--- src/verilog/timer_map.vh ---
// Purpose: constants shared by the interval timer host port
// Assumes: included by bare name from the timer_host_port and count_step design files
// Notes: bit positions refer to the 8-bit setup word
//
// What this block does
// - eight-bit three-state data port carries setup words and count bytes.
// - select high ignores strobes, floats data, keeps every register intact.
// - data port floats unless selected with a strobe asserted.
// - writes go to counter 0, 1, 2 or setup word by port select.
// - reads of port 0, 1, 2 return that counter's count.
// - setup word fields: counter pick, byte access, waveform mode, count base.
// - pick 00, 01, 10 choose counters; 11 marks a read-back command, which this block ignores.
// - access 00 latch (ignored here, reads stay live), 01 low only, 10 high only, 11 low then high.
// - mode codes 0 to 5; top bit ignored for modes 2 and 3.
// - base flag 0 counts 16-bit binary, 1 counts four BCD decades.
// - setup write clears counter to zero; that value is not readable.
// - written count moves into the counting element on next counter clock in modes 0 and 4; modes 1 and 5 wait for a gate trigger.
// - each counter keeps its own byte sequencing state.
// - each counter runs from its own clock input.
// - each counter's gate starts, pauses and restarts per its mode.
// - each counter drives its own waveform output per mode and count.
// - initial count zero acts as 10000H binary or 10000 BCD counts in every mode.
`ifndef TIMER_MAP_VH
`define TIMER_MAP_VH

`define PORT_CNT0 2'h0
`define PORT_CNT1 2'h1
`define PORT_CNT2 2'h2
`define PORT_SETUP 2'h3

`define PICK_HI_BIT 7
`define PICK_LO_BIT 6
`define ACCESS_HI_BIT 5
`define ACCESS_LO_BIT 4
`define MODE_B2_BIT 3
`define MODE_B1_BIT 2
`define MODE_B0_BIT 1
`define BASE_BIT 0

`define PICK_READBACK 2'h3
`define ACC_LATCH 2'h0
`define ACC_LOW 2'h1
`define ACC_HIGH 2'h2
`define ACC_BOTH 2'h3

`define MODE_0 3'h0
`define MODE_1 3'h1
`define MODE_2 3'h2
`define MODE_3 3'h3
`define MODE_4 3'h4
`define MODE_5 3'h5

`define COUNT_CLEAR 16'h0000
`define COUNT_ONE 16'h0001
`define COUNT_TWO 16'h0002
`define OUT_RESET 1'b1
`define MODE_RESET 3'h0
`define ACC_RESET 2'h0

`endif

--- src/verilog/timer_host_port.v ---
// Purpose: bus decode, setup parsing and three counters of interval timer
// Assumes: bus and counter pins are asynchronous and resynchronised here
// Notes: counter clocks are sampled, so they must run below core_clk / 4
`timescale 1ns/100ps
`include "timer_map.vh"
module timer_host_port #(
   parameter CHANNELS = 3
) (
   // clock and reset
   input wire core_clk,
   input wire rst_n,
   // processor bus
   input wire cs_n,
   input wire rd_n,
   input wire wr_n,
   input wire port_select_lo,
   input wire port_select_hi,
   input wire [7:0] data_in,
   output wire [7:0] data_out,
   output wire data_oe_n,
   // counter pins
   input wire [CHANNELS-1:0] timer_clk,
   input wire [CHANNELS-1:0] timer_gate,
   output wire [CHANNELS-1:0] wave_out
);
   localparam SYNC_W = 13 + 2 * CHANNELS;

   wire [SYNC_W-1:0] sync_q;
   wire s_cs_n;
   wire s_rd_n;
   wire s_wr_n;
   wire [1:0] s_port;
   wire [7:0] s_data;
   wire [CHANNELS-1:0] s_tclk;
   wire [CHANNELS-1:0] s_gate;

   // bus pins pass two flops before any decode
   pin_sync #(
      .WIDTH(SYNC_W),
      .RESET_VAL({3'b111, {(SYNC_W-3){1'b0}}})
   ) u_sync (
      .core_clk(core_clk),
      .rst_n(rst_n),
      .async_in({cs_n, rd_n, wr_n, port_select_hi, port_select_lo,
                 data_in, timer_clk, timer_gate}),
      .sync_out(sync_q)
   );

   assign s_cs_n = sync_q[SYNC_W-1];
   assign s_rd_n = sync_q[SYNC_W-2];
   assign s_wr_n = sync_q[SYNC_W-3];
   assign s_port = sync_q[SYNC_W-4:SYNC_W-5];
   assign s_data = sync_q[SYNC_W-6:SYNC_W-13];
   assign s_tclk = sync_q[2*CHANNELS-1:CHANNELS];
   assign s_gate = sync_q[CHANNELS-1:0];

   // modes 2 and 3 ignore the top code bit
   function [2:0] norm_mode;
      input [2:0] code;
      begin
         if (code[1])
            norm_mode = {1'b0, code[1:0]};
         else
            norm_mode = code;
      end
   endfunction

   // write capture: data and port held while the strobe is low
   reg wr_armed_ff;
   reg [7:0] wdata_ff;
   reg [1:0] wport_ff;
   reg rd_live_ff;
   reg [1:0] rport_ff;
   reg [7:0] dout_ff;
   reg doe_n_ff;
   wire wr_stb;
   wire rd_act;
   wire rd_done;
   wire [2:0] set_mode;
   wire [8*CHANNELS-1:0] rd_bytes;
   wire [CHANNELS-1:0] rd_ok;

   assign wr_stb = wr_armed_ff & s_wr_n & ~s_cs_n;
   assign rd_act = ~s_cs_n & ~s_rd_n & s_wr_n;
   assign rd_done = rd_live_ff & ~rd_act;
   assign set_mode = norm_mode({wdata_ff[`MODE_B2_BIT],
                                wdata_ff[`MODE_B1_BIT],
                                wdata_ff[`MODE_B0_BIT]});

   always @(posedge core_clk) begin
      if (!rst_n) begin
         wr_armed_ff <= 1'b0;
         wdata_ff <= 8'h00;
         wport_ff <= 2'h0;
         rd_live_ff <= 1'b0;
         rport_ff <= 2'h0;
         dout_ff <= 8'h00;
         doe_n_ff <= 1'b1;
      end else begin
         if (s_cs_n) begin
            wr_armed_ff <= 1'b0;
         end else if (~s_wr_n & s_rd_n) begin
            wr_armed_ff <= 1'b1;
            wdata_ff <= s_data;
            wport_ff <= s_port;
         end else if (s_wr_n) begin
            wr_armed_ff <= 1'b0;
         end
         rd_live_ff <= rd_act;
         if (rd_act)
            rport_ff <= s_port;
         // drive only during a selected read of a readable counter
         if (rd_act && s_port != `PORT_SETUP && rd_ok[s_port]) begin
            doe_n_ff <= 1'b0;
            dout_ff <= rd_bytes[8*s_port +: 8];
         end else begin
            doe_n_ff <= 1'b1;
         end
      end
   end

   assign data_out = dout_ff;
   assign data_oe_n = doe_n_ff;

   genvar i;
   generate
      for (i = 0; i < CHANNELS; i = i + 1) begin : g_cnt
         reg [2:0] mode_ff;
         reg [1:0] acc_ff;
         reg bcd_ff;
         reg prog_ff;
         reg [15:0] cr_ff;
         reg [15:0] ce_ff;
         reg wflip_ff;
         reg rflip_ff;
         reg pend_ff;
         reg run_ff;
         reg null_ff;
         reg out_ff;
         reg trig_ff;
         reg tclk_prev_ff;
         reg gate_prev_ff;
         wire [15:0] dec;
         wire setup_hit;
         wire cnt_hit;
         wire tick;
         wire gate;
         wire gate_rise;
         wire can_trig;

         assign gate = s_gate[i];
         assign gate_rise = gate & ~gate_prev_ff;
         // load and count on the falling edge of the counter's own clock
         assign tick = tclk_prev_ff & ~s_tclk[i];
         assign setup_hit = wr_stb && wport_ff == `PORT_SETUP &&
            {wdata_ff[`PICK_HI_BIT], wdata_ff[`PICK_LO_BIT]} == i &&
            {wdata_ff[`ACCESS_HI_BIT], wdata_ff[`ACCESS_LO_BIT]} !=
            `ACC_LATCH;
         // count bytes before any setup word are dropped
         assign cnt_hit = wr_stb && wport_ff == i && prog_ff;
         assign can_trig = pend_ff | ~null_ff;

         count_step u_step (
            .value(ce_ff),
            .bcd(bcd_ff),
            .by_two(mode_ff == `MODE_3),
            .result(dec)
         );

         always @(posedge core_clk) begin
            if (!rst_n) begin
               mode_ff <= `MODE_RESET;
               acc_ff <= `ACC_RESET;
               bcd_ff <= 1'b0;
               prog_ff <= 1'b0;
               cr_ff <= `COUNT_CLEAR;
               ce_ff <= `COUNT_CLEAR;
               wflip_ff <= 1'b0;
               rflip_ff <= 1'b0;
               pend_ff <= 1'b0;
               run_ff <= 1'b0;
               null_ff <= 1'b1;
               out_ff <= `OUT_RESET;
               trig_ff <= 1'b0;
               tclk_prev_ff <= 1'b0;
               gate_prev_ff <= 1'b0;
            end else begin
               tclk_prev_ff <= s_tclk[i];
               gate_prev_ff <= gate;
               if (setup_hit) begin
                  mode_ff <= set_mode;
                  acc_ff <= {wdata_ff[`ACCESS_HI_BIT],
                             wdata_ff[`ACCESS_LO_BIT]};
                  bcd_ff <= wdata_ff[`BASE_BIT];
                  prog_ff <= 1'b1;
                  ce_ff <= `COUNT_CLEAR;
                  null_ff <= 1'b1;
                  wflip_ff <= 1'b0;
                  rflip_ff <= 1'b0;
                  pend_ff <= 1'b0;
                  run_ff <= 1'b0;
                  trig_ff <= 1'b0;
                  out_ff <= (set_mode == `MODE_0) ? 1'b0 : 1'b1;
               end else begin
                  // a trigger arriving with its consumption is kept
                  if (gate_rise)
                     trig_ff <= 1'b1;
                  else if (tick)
                     trig_ff <= 1'b0;
                  if (tick) begin
                     case (mode_ff)
                        `MODE_0, `MODE_4: begin
                           if (pend_ff) begin
                              ce_ff <= cr_ff;
                              pend_ff <= 1'b0;
                              run_ff <= 1'b1;
                              null_ff <= 1'b0;
                              out_ff <= (mode_ff == `MODE_4) | 1'b0 ?
                                 1'b1 : 1'b0;
                           end else if (run_ff & gate) begin
                              ce_ff <= dec;
                              if (mode_ff == `MODE_0) begin
                                 if (ce_ff == `COUNT_ONE)
                                    out_ff <= 1'b1;
                              end else begin
                                 out_ff <= ce_ff != `COUNT_ONE;
                                 if (ce_ff == `COUNT_ONE)
                                    run_ff <= 1'b0;
                              end
                           end else if (mode_ff == `MODE_4) begin
                              out_ff <= 1'b1;
                           end
                        end
                        `MODE_1, `MODE_5: begin
                           if ((trig_ff | gate_rise) & can_trig) begin
                              ce_ff <= cr_ff;
                              pend_ff <= 1'b0;
                              run_ff <= 1'b1;
                              null_ff <= 1'b0;
                              out_ff <= (mode_ff == `MODE_5);
                           end else if (run_ff) begin
                              ce_ff <= dec;
                              if (mode_ff == `MODE_1) begin
                                 if (ce_ff == `COUNT_ONE)
                                    out_ff <= 1'b1;
                              end else begin
                                 out_ff <= ce_ff != `COUNT_ONE;
                                 if (ce_ff == `COUNT_ONE)
                                    run_ff <= 1'b0;
                              end
                           end else begin
                              out_ff <= 1'b1;
                           end
                        end
                        `MODE_2, `MODE_3: begin
                           // a count of one in mode 2 is the host's fault
                           if (((pend_ff & ~run_ff) | trig_ff | gate_rise)
                               & can_trig & gate) begin
                              ce_ff <= (mode_ff == `MODE_3) ?
                                 {cr_ff[15:1], 1'b0} : cr_ff;
                              pend_ff <= 1'b0;
                              run_ff <= 1'b1;
                              null_ff <= 1'b0;
                              out_ff <= 1'b1;
                           end else if (run_ff & gate) begin
                              if (mode_ff == `MODE_2) begin
                                 if (ce_ff == `COUNT_ONE) begin
                                    ce_ff <= cr_ff;
                                    pend_ff <= 1'b0;
                                    out_ff <= 1'b1;
                                 end else begin
                                    ce_ff <= dec;
                                    out_ff <= ce_ff != `COUNT_TWO;
                                 end
                              end else if (ce_ff == `COUNT_TWO) begin
                                 ce_ff <= {cr_ff[15:1], 1'b0};
                                 pend_ff <= 1'b0;
                                 out_ff <= ~out_ff;
                              end else begin
                                 ce_ff <= dec;
                              end
                           end
                        end
                        default: begin
                           run_ff <= 1'b0;
                        end
                     endcase
                  end
                  // gate low in the periodic modes forces the output high
                  if ((mode_ff == `MODE_2 || mode_ff == `MODE_3) && !gate)
                     out_ff <= 1'b1;
                  // writes come last so a byte landing on a tick is kept
                  if (cnt_hit) begin
                     case (acc_ff)
                        `ACC_LOW: begin
                           cr_ff <= {8'h00, wdata_ff};
                           pend_ff <= 1'b1;
                        end
                        `ACC_HIGH: begin
                           cr_ff <= {wdata_ff, 8'h00};
                           pend_ff <= 1'b1;
                        end
                        `ACC_BOTH: begin
                           if (!wflip_ff) begin
                              cr_ff[7:0] <= wdata_ff;
                              wflip_ff <= 1'b1;
                              if (mode_ff == `MODE_0) begin
                                 run_ff <= 1'b0;
                                 out_ff <= 1'b0;
                              end
                           end else begin
                              cr_ff[15:8] <= wdata_ff;
                              wflip_ff <= 1'b0;
                              pend_ff <= 1'b1;
                           end
                        end
                        default: begin
                           pend_ff <= pend_ff;
                        end
                     endcase
                  end
                  if (rd_done && rport_ff == i && acc_ff == `ACC_BOTH)
                     rflip_ff <= ~rflip_ff;
               end
            end
         end

         assign rd_ok[i] = prog_ff & ~null_ff;
         assign rd_bytes[8*i +: 8] =
            (acc_ff == `ACC_HIGH || (acc_ff == `ACC_BOTH && rflip_ff)) ?
            ce_ff[15:8] : ce_ff[7:0];
         assign wave_out[i] = out_ff;
      end
   endgenerate
endmodule

--- src/verilog/pin_sync.v ---
// Purpose: two flip-flop synchroniser for pins from outside core_clk
// Assumes: each bit is an independent level
// Notes: multi-bit buses must be held stable for several clocks
`timescale 1ns/100ps
module pin_sync #(
   parameter WIDTH = 1,
   parameter [WIDTH-1:0] RESET_VAL = {WIDTH{1'b0}}
) (
   // clock and reset
   input wire core_clk,
   input wire rst_n,
   // levels
   input wire [WIDTH-1:0] async_in,
   output wire [WIDTH-1:0] sync_out
);
   reg [WIDTH-1:0] meta_ff;
   reg [WIDTH-1:0] stable_ff;

   always @(posedge core_clk) begin
      if (!rst_n) begin
         meta_ff <= RESET_VAL;
         stable_ff <= RESET_VAL;
      end else begin
         meta_ff <= async_in;
         stable_ff <= meta_ff;
      end
   end

   assign sync_out = stable_ff;
endmodule

--- src/verilog/count_step.v ---
// Purpose: one down-count step of a counting element
// Assumes: bcd values hold valid decimal digits
// Notes: zero wraps to the top value, so zero counts as the full range
`timescale 1ns/100ps
`include "timer_map.vh"
module count_step (
   // operand
   input wire [15:0] value,
   input wire bcd,
   input wire by_two,
   // result
   output reg [15:0] result
);
   integer k;
   reg [4:0] borrow;
   reg [4:0] digit;

   always @* begin
      result = value;
      borrow = by_two ? 5'h02 : 5'h01;
      digit = 5'h00;
      if (!bcd) begin
         result = value - (by_two ? `COUNT_TWO : `COUNT_ONE);
      end else begin
         for (k = 0; k < 4; k = k + 1) begin
            digit = {1'b0, value[4*k +: 4]};
            if (digit >= borrow) begin
               digit = digit - borrow;
               borrow = 5'h00;
            end else begin
               digit = digit + 5'h0a - borrow;
               borrow = 5'h01;
            end
            result[4*k +: 4] = digit[3:0];
         end
      end
   end
endmodule

--- config.mk ---
export PLATFORM = sky130hd
export DESIGN_NAME = timer_host_port
export DESIGN_NICKNAME = d
export VERILOG_FILES = /design/src/verilog/timer_host_port.v /design/src/verilog/pin_sync.v /design/src/verilog/count_step.v
export VERILOG_INCLUDE_DIRS = /design/src /design/src/verilog
export SDC_FILE = /design/constraint.sdc
export NUM_CORES = 1
export LEC_CHECK = 0
export ABC_AREA = 1
export BUFFER_PORTS_ARGS = -buffer_cell sky130_fd_sc_hd__buf_2
export CAP_MARGIN = 20
export CELL_PAD_IN_SITES_DETAIL_PLACEMENT = 0
export CELL_PAD_IN_SITES_GLOBAL_PLACEMENT = 1
export CORE_ASPECT_RATIO = 0.9
export CORE_MARGIN = 8
export CORE_UTILIZATION = 50
export CTS_CLUSTER_DIAMETER = 120
export DETAILED_ROUTE_END_ITERATION = 6
export GPL_ROUTABILITY_DRIVEN = 0
export PLACE_DENSITY_LB_ADDON = 0.1
export SLEW_MARGIN = 20
export SYNTH_ARGS = -nofsm -noshare
export SYNTH_HDL_FRONTEND = slang
export SYNTH_SLANG_ARGS = --single-unit
--- constraint.sdc ---
create_clock -name core_clk -period 8.15 [get_ports core_clk]
set_clock_uncertainty 0.2 [all_clocks]
set_input_delay 0.815 -clock core_clk [delete_from_list [all_inputs] [get_ports core_clk]]
set_output_delay 0.815 -clock core_clk [all_outputs]
set_load 0.05 [all_outputs]
### Word level (Yosys, flattened, before mapping)

Cells that the tools add are included.

* output and inout port bits: 12
* input bits: 21
* flip-flop bits (word level): 205

* add/subtract/negate cells: 39
* bitwise operators: 68
* muxes and demuxes: 256
* reductions and logical operators: 86
* equality and inequality tests: 71
* $lt $le $gt $ge: 13
* shift-type cells: 1

Operator list (count)
* $mux W16: 30
* $pmux W16 S3: 6
* $mux W1: 167
* $sub A4 B4 Y4: 24
* $mux W8: 9
* $ge A4 B5 Y1: 12
* $add A4 B4 Y4 const B: 12
* $eq A16 B1 Y1 const B: 3
* $eq A16 B2 Y1 const B: 3
* $mux W4: 12
* $ne A16 B1 Y1 const B: 3
* $ne A16 B2 Y1 const B: 3
* $sub A16 B16 Y16: 3
* $mux W5: 9
* $pmux W1 S3: 12
* $ne A2 B2 Y1 const B: 16
* $reduce_or A2 Y1: 16
* $and A1 B1 Y1: 30
* $reduce_and A5 Y1: 6
* $logic_and A1 B1 Y1: 27
* $ne A3 B3 Y1 const B: 9
* $not A1 Y1: 26
* $reduce_and A4 Y1: 6
* $shiftx A24 B6 Y8: 1
* 19 further kinds: 89

### Logic depth before layout (Yosys ltp)

* word-level depth: 19
* mapped depth: 34
* mapped depth without buffers: 33

### Modules after synthesis

From an unflattened synthesis, not the netlist that was laid out.

* cell total of the unflattened synthesis: 2500
* area, all modules: 15637.5 um2

Modules (own cells, without submodules)
* timer_host_port: seq. area each 3343.2 um2, instances 1, area an instance 11013.1 um2, cells each 1779
* count_step: seq. area each 0.0 um2, instances 3, area an instance 1181.1 um2, cells each 201
* pin_sync: seq. area each 760.7 um2, instances 1, area an instance 1081.0 um2, cells each 118

### Least setup slack after synthesis

OpenSTA, ideal clock, no wires.

* kind: register -> register
* start: reg g_cnt[0].mode_ff[1]
* end: reg g_cnt[0].ce_ff[14]
* path slack: 3765 ps
* path buffers: 1
* cell stages (with the launch flop): 32
* required time: 7894 ps
* arrival time: 4128 ps
* cell sequence: dfxtp_1 > inv_1 > nor2_2 > buf_6 > inv_1 > nor2_1 > inv_1 > ha_1 > o21ai_0 > nor2_1 > o31ai_1 > inv_1 > ha_1 > nand3_1 > nand3_1 > inv_1 > ha_1 > nand3_1 > nand3_1 > inv_1 > ha_1 > inv_1 > ha_1 > inv_1 > ha_1 > inv_1 > nor2_1 > o31ai_1 > nand2_1 > nand2_1 > o21bai_1 > inv_1

* longest elaborated chain between the ends: 19
* elaborated cells between the ends (all ways): 41
* classes of those cells: 3 x add/sub; 4 x order compare; 8 x eq/ne; 20 x mux; 6 x reduce/logical

RTL lines
* start: declaration: line timer_host_port.v:128 `reg [2:0] mode_ff;`
* start signal: assignment: line timer_host_port.v:172 `` mode_ff <= `MODE_RESET; ``
* start signal: assignment: line timer_host_port.v:191 `mode_ff <= set_mode;`
* $eq A3 B2 Y1: line timer_host_port.v:211 `case (mode_ff)`
* $mux W2: line count_step.v:20 `borrow = by_two ? 5'h02 : 5'h01;`
* $ge A4 B5 Y1: line count_step.v:27 `if (digit >= borrow) begin`
* $mux W1: line count_step.v:27
* $mux W5: line count_step.v:22 `if (!bcd) begin`
* $ge A4 B5 Y1: line count_step.v:27
* $mux W1: line count_step.v:27
* $mux W5: line count_step.v:22
* [... 3 more ...]
* $sub A4 B4 Y4, or another cell as far along: line count_step.v:31 `digit = digit + 5'h0a - borrow;`
* $mux W4: line count_step.v:27
* $mux W16: line count_step.v:22
* $mux W16, on equally long branches: line timer_host_port.v:275, timer_host_port.v:267
* $mux W16: line timer_host_port.v:266 `` if (mode_ff == `MODE_2) begin ``
* $mux W16: line timer_host_port.v:265 `end else if (run_ff & gate) begin`
* $mux W16: line timer_host_port.v:257 `if (((pend_ff & ~run_ff) | trig_ff | gate_rise)`
* $pmux W16 S3: line timer_host_port.v:211
* end signal: assignment: line timer_host_port.v:214 `ce_ff <= cr_ff;`
* end signal: assignment: line timer_host_port.v:259 `` ce_ff <= (mode_ff == `MODE_3) ? ``
* end signal: assignment: line timer_host_port.v:268 `ce_ff <= cr_ff;`
* end: declaration: line timer_host_port.v:133 `reg [15:0] ce_ff;`

Parallel ways exist; a longest one is shown, timed or not. The select of a mux whose other input is x is not followed.
A chain may end at the register's enable or synchronous reset.

### Worst setup path in the final report

Ends and elaborated chain as after synthesis.

==> summary.txt <==
Outcome
  – Outcome: finished, final reports clean

Pwr
  – Clock network fraction of design power: between 40 and 50%
  – Sw power: around 0.5 mW
  – Peak supply drop: between 0.0001 and 0.00015 V
  – P_leak: 7.012 nW
  – Flop pwr share: between 40% and 50%
  – Combinational share of power: 2.4%
  – Cell Pwr Density: approximately 150 nW/µm²
  – Int Power: 1.650 mW
  – Switching power share of the total: between 20% and 30%

Setup path
  – CP max stage cell: o21ai_0
  – Critical path launch point: g_cnt[0].mode_ff[1]$_SDFFE_PN0P_
  – Reg2Reg Depth: 31
  – CP bufs+invs: 11
  – Max FO, Critical Path: 11
  – Worst path max stage delay: ~0.48 ns
  – R2R Path Start: g_cnt[0].mode_ff[1]$_SDFFE_PN0P_
  – R2R setup slack: 2.80 ns
  – Critical path depth: 31
  – Setup crit end kind: flip-flop
  – Crit Path Class: flip-flop to flip-flop
  – Worst r2r dst: g_cnt[0].ce_ff[14]$_SDFFE_PP0P_
  – Startpoint Class: flip-flop
  – Crit path max-delay family: simple AND/OR/NAND/NOR gates
  – Worst Setup EP: g_cnt[0].ce_ff[14]$_SDFFE_PP0P_
  – Worst Path Required: roughly 8.4 ns
  – Critical path's most frequent cell: inv_1
  – Arr. time, crit path: approximately 5.6 ns

Logic synthesis
  – Syn Area/Cell: around 6.7 µm²
  – Synth Warn #: 0
  – Post-Syn Area: between 10,000 and 15,000 µm²
  – Synth Register Bits: approximately 200
  – Post-Syn Nets: about 2,100
  – Synth Instances: 2,028
  – Sequential fraction of the synthesis area: between 30% and 40%
  – Synth cell types: 56
  – Post-synth EDFFs: 0
  – Main synth FF type: dfxtp_1
  – Async S/R FF share, synth: 0%

CTS
  – # clock sinks: 205
  – H-Tree Depth: 1
  – Worst-skew pair later-pin latency: roughly 0.53 ns
  – Root Driver: clkbuf_16
  – Max Root-Sink Buffers: 3
  – Post-CTS Repair Setup Buffers: 0
  – Clk slew on worst S/H paths: approximately 0.06 ns
  – Total CTS buffers: 24
  – Hold Buf Count CTS: 0
  – Post-CTS Resized: 0
  – CTS tree: built

Place
  – Number of buffers added on ports: 32
  – Place WS: roughly 2.8 ns
  – Post-DP HPWL: approximately 29 mm
  – Placed Cells: about 2,400

Cells and area
  – Fin nets: around 2,100
  – Antenna cells: 0
  – Final std cells w/o fill: approximately 2,400
  – Layout cells sized above 1: between 8 and 9%
  – Commonest non-fill, non-tap cells in the layout: nand2_1, inv_1, dfxtp_1, a21oi_1, nor2_1
  – Layout area overhead: 7.508%
  – Most common cell after layout, fill and taps aside: nand2_1

STA
  – Fin crit share: between 60% and 70%
  – Pins Over Slew Limit: 0
  – Fin worst setup slack: between 2 and 3 ns
  – Finish-stage setup viols: 0
  – Final hold vios: 0
  – Relative slew slack: between 40% and 50%
  – Setup TNS: 0 ns
  – RSZ-0062 raised after global routing: false
  – Worst Max-Slew Pin Slew: roughly 0.88 ns
  – Fin crit period: ~5.4 ns
  – F_max: between 0.15 and 0.2 GHz
  – Worst hold margin: 0.2108 ns

Drt
  – Via density: 5.418
  – First-pass DRT Iterations: 6
  – Routed WL: around 40 mm
  – ANT nets after route: 0
  – DRT iter0 DRCs: between 1,000 and 1,500
  – Vias: 12,965
  – Wire per inst: ~17 µm
  – Number of remaining DRC errors: 0

Global route
  – Met1 GRT Util: 32.79%
  – First-pass GRT wire length: 64.27 mm
  – Grt ovf: 0
  – Initial antenna violation count: 3
  – Met3 usage: 3.158%
  – Vias in the first global route: roughly 12,000
  – Largest net degree at the start of global routing: 85
  – GR Util All Layers: a little under a quarter
  – Busiest grt layer: met2
  – Met2 Resource Use GR: a little under two fifths

Die
  – Row cnt: 57
  – Die footprint: about 33,000 µm²
  – Core ar.: ~27,000 µm²
  – I/O pin cnt: 33
  – Die width: between 150 and 200 µm
  – Initial Utilization: 50.63%
  – Die H: ~170 µm

Flow run
  – # Max-Cap Violations: 0

Hold path
  – HP Class: flip-flop to flip-flop
## through the flow
step	power (mW)	instance area (µm²)	util [%]
after global placement	1.094	13900	51.57
after CTS	2.159	14670	54.43
final	2.140	14670	54.43
after detailed placement	1.095	13900	51.57
after floorplan	1.075	13650	-
after global routing	2.209	14670	54.43
## flip-flops by register name, indices dropped and copies added (netlist names)
register and cells:
data_oe_n 1, data_out 8, g_cnt.acc_ff 6, g_cnt.bcd_ff 3
g_cnt.ce_ff 48, g_cnt.cr_ff 48, g_cnt.gate_prev_ff 3, g_cnt.mode_ff 9
g_cnt.null_ff 3, g_cnt.out_ff 3, g_cnt.pend_ff 3, g_cnt.prog_ff 3
g_cnt.rflip_ff 3, g_cnt.run_ff 3, g_cnt.tclk_prev_ff 3, g_cnt.trig_ff 3
g_cnt.wflip_ff 3, rd_live_ff 1, rport_ff 2, u_sync.meta_ff 19
u_sync.sync_out 19, wdata_ff 8, wport_ff 2, wr_armed_ff 1
## final cells by class
class,instances,area [µm²]
fillers,2752,12280
multi-input cells,1417,7889
flip-flops and latches,205,4104
inverters,342,1284
clock buffers,28,635.6
well taps,354,442.9
repair buffers,35,182.7
clock inverters,12,136.4
## layer usage
layer | part of all wire (%) | up-vias
li1 | - | 6581
met4 | 2.8 | 2
met2 | 44 | 389
met5 | 0.023 | -
met3 | 6.1 | 70
met1 | 47 | 5923
## cell usage after synthesis (all sizes together) (19+ instances only)
library cell | number | area [µm²]
a211oi | 34 | 275.3
a21oi | 204 | 1047
buf | 33 | 256.5
clkbuf | 31 | 116.4
dfxtp | 205 | 4104
ha | 78 | 975.9
inv | 342 | 1284
nand2 | 397 | 1558
nand3 | 150 | 805.8
nand4 | 19 | 206.4
nor2 | 198 | 790.8
nor3 | 22 | 121.4
o21ai | 176 | 910.9
xor2 | 29 | 254.0
## power groups by stage
stage          sequential [mW]  clock [mW]  combinational [mW]
5_1_grt                   1.02        1.13              0.0579
4_1_cts                   1.02        1.09              0.0522
3_5_place_dp              1.04           0              0.0521
3_3_place_gp              1.04           0              0.0518
2_1_floorplan             1.04           0              0.0360
6_report                  1.02        1.07              0.0519
## cells by family (layout without fill, tap and decap cells)
group                      count (synthesis)  count (layout)  share of synthesized area [%]
and+or+nand+nor                          823             823                          27.74
AOI/OAI and AO/OA                        465             465                          19.14
buffers and inverters                    406             417                          12.14
DFF                                      205             205                          30.07
adders and majority gates                 84              84                          8.030
xor gates and xnor gates                  45              45                          2.887
## how the worst min path moves through the flow
stage	start	to	slack, ns	cells after the start
4_1_cts	u_sync.meta_ff[9]$_SDFF_PN0_	u_sync.sync_out[9]$_SDFF_PN0_	0.21	2
2_1_floorplan	u_sync.meta_ff[0]$_SDFF_PN0_	u_sync.sync_out[0]$_SDFF_PN0_	0.19	2
6_report	u_sync.meta_ff[9]$_SDFF_PN0_	u_sync.sync_out[9]$_SDFF_PN0_	0.21	2
3_3_place_gp	u_sync.meta_ff[4]$_SDFF_PN0_	u_sync.sync_out[4]$_SDFF_PN0_	0.19	2
5_1_grt	u_sync.meta_ff[0]$_SDFF_PN0_	u_sync.sync_out[0]$_SDFF_PN0_	0.23	2
3_5_place_dp	u_sync.meta_ff[9]$_SDFF_PN0_	u_sync.sync_out[9]$_SDFF_PN0_	0.20	2
## tightest hold or removal path: cells and delay by family, from the launching register on
| kind | cells | cell delay [ns] |
|---|---|---|
| flip-flops | 1 | 0.30 |
| buffers and inverters | 1 | 0.04 |
| AND/OR/NAND/NOR | 1 | 0.04 |
Power figures use the tool's default switching activity.
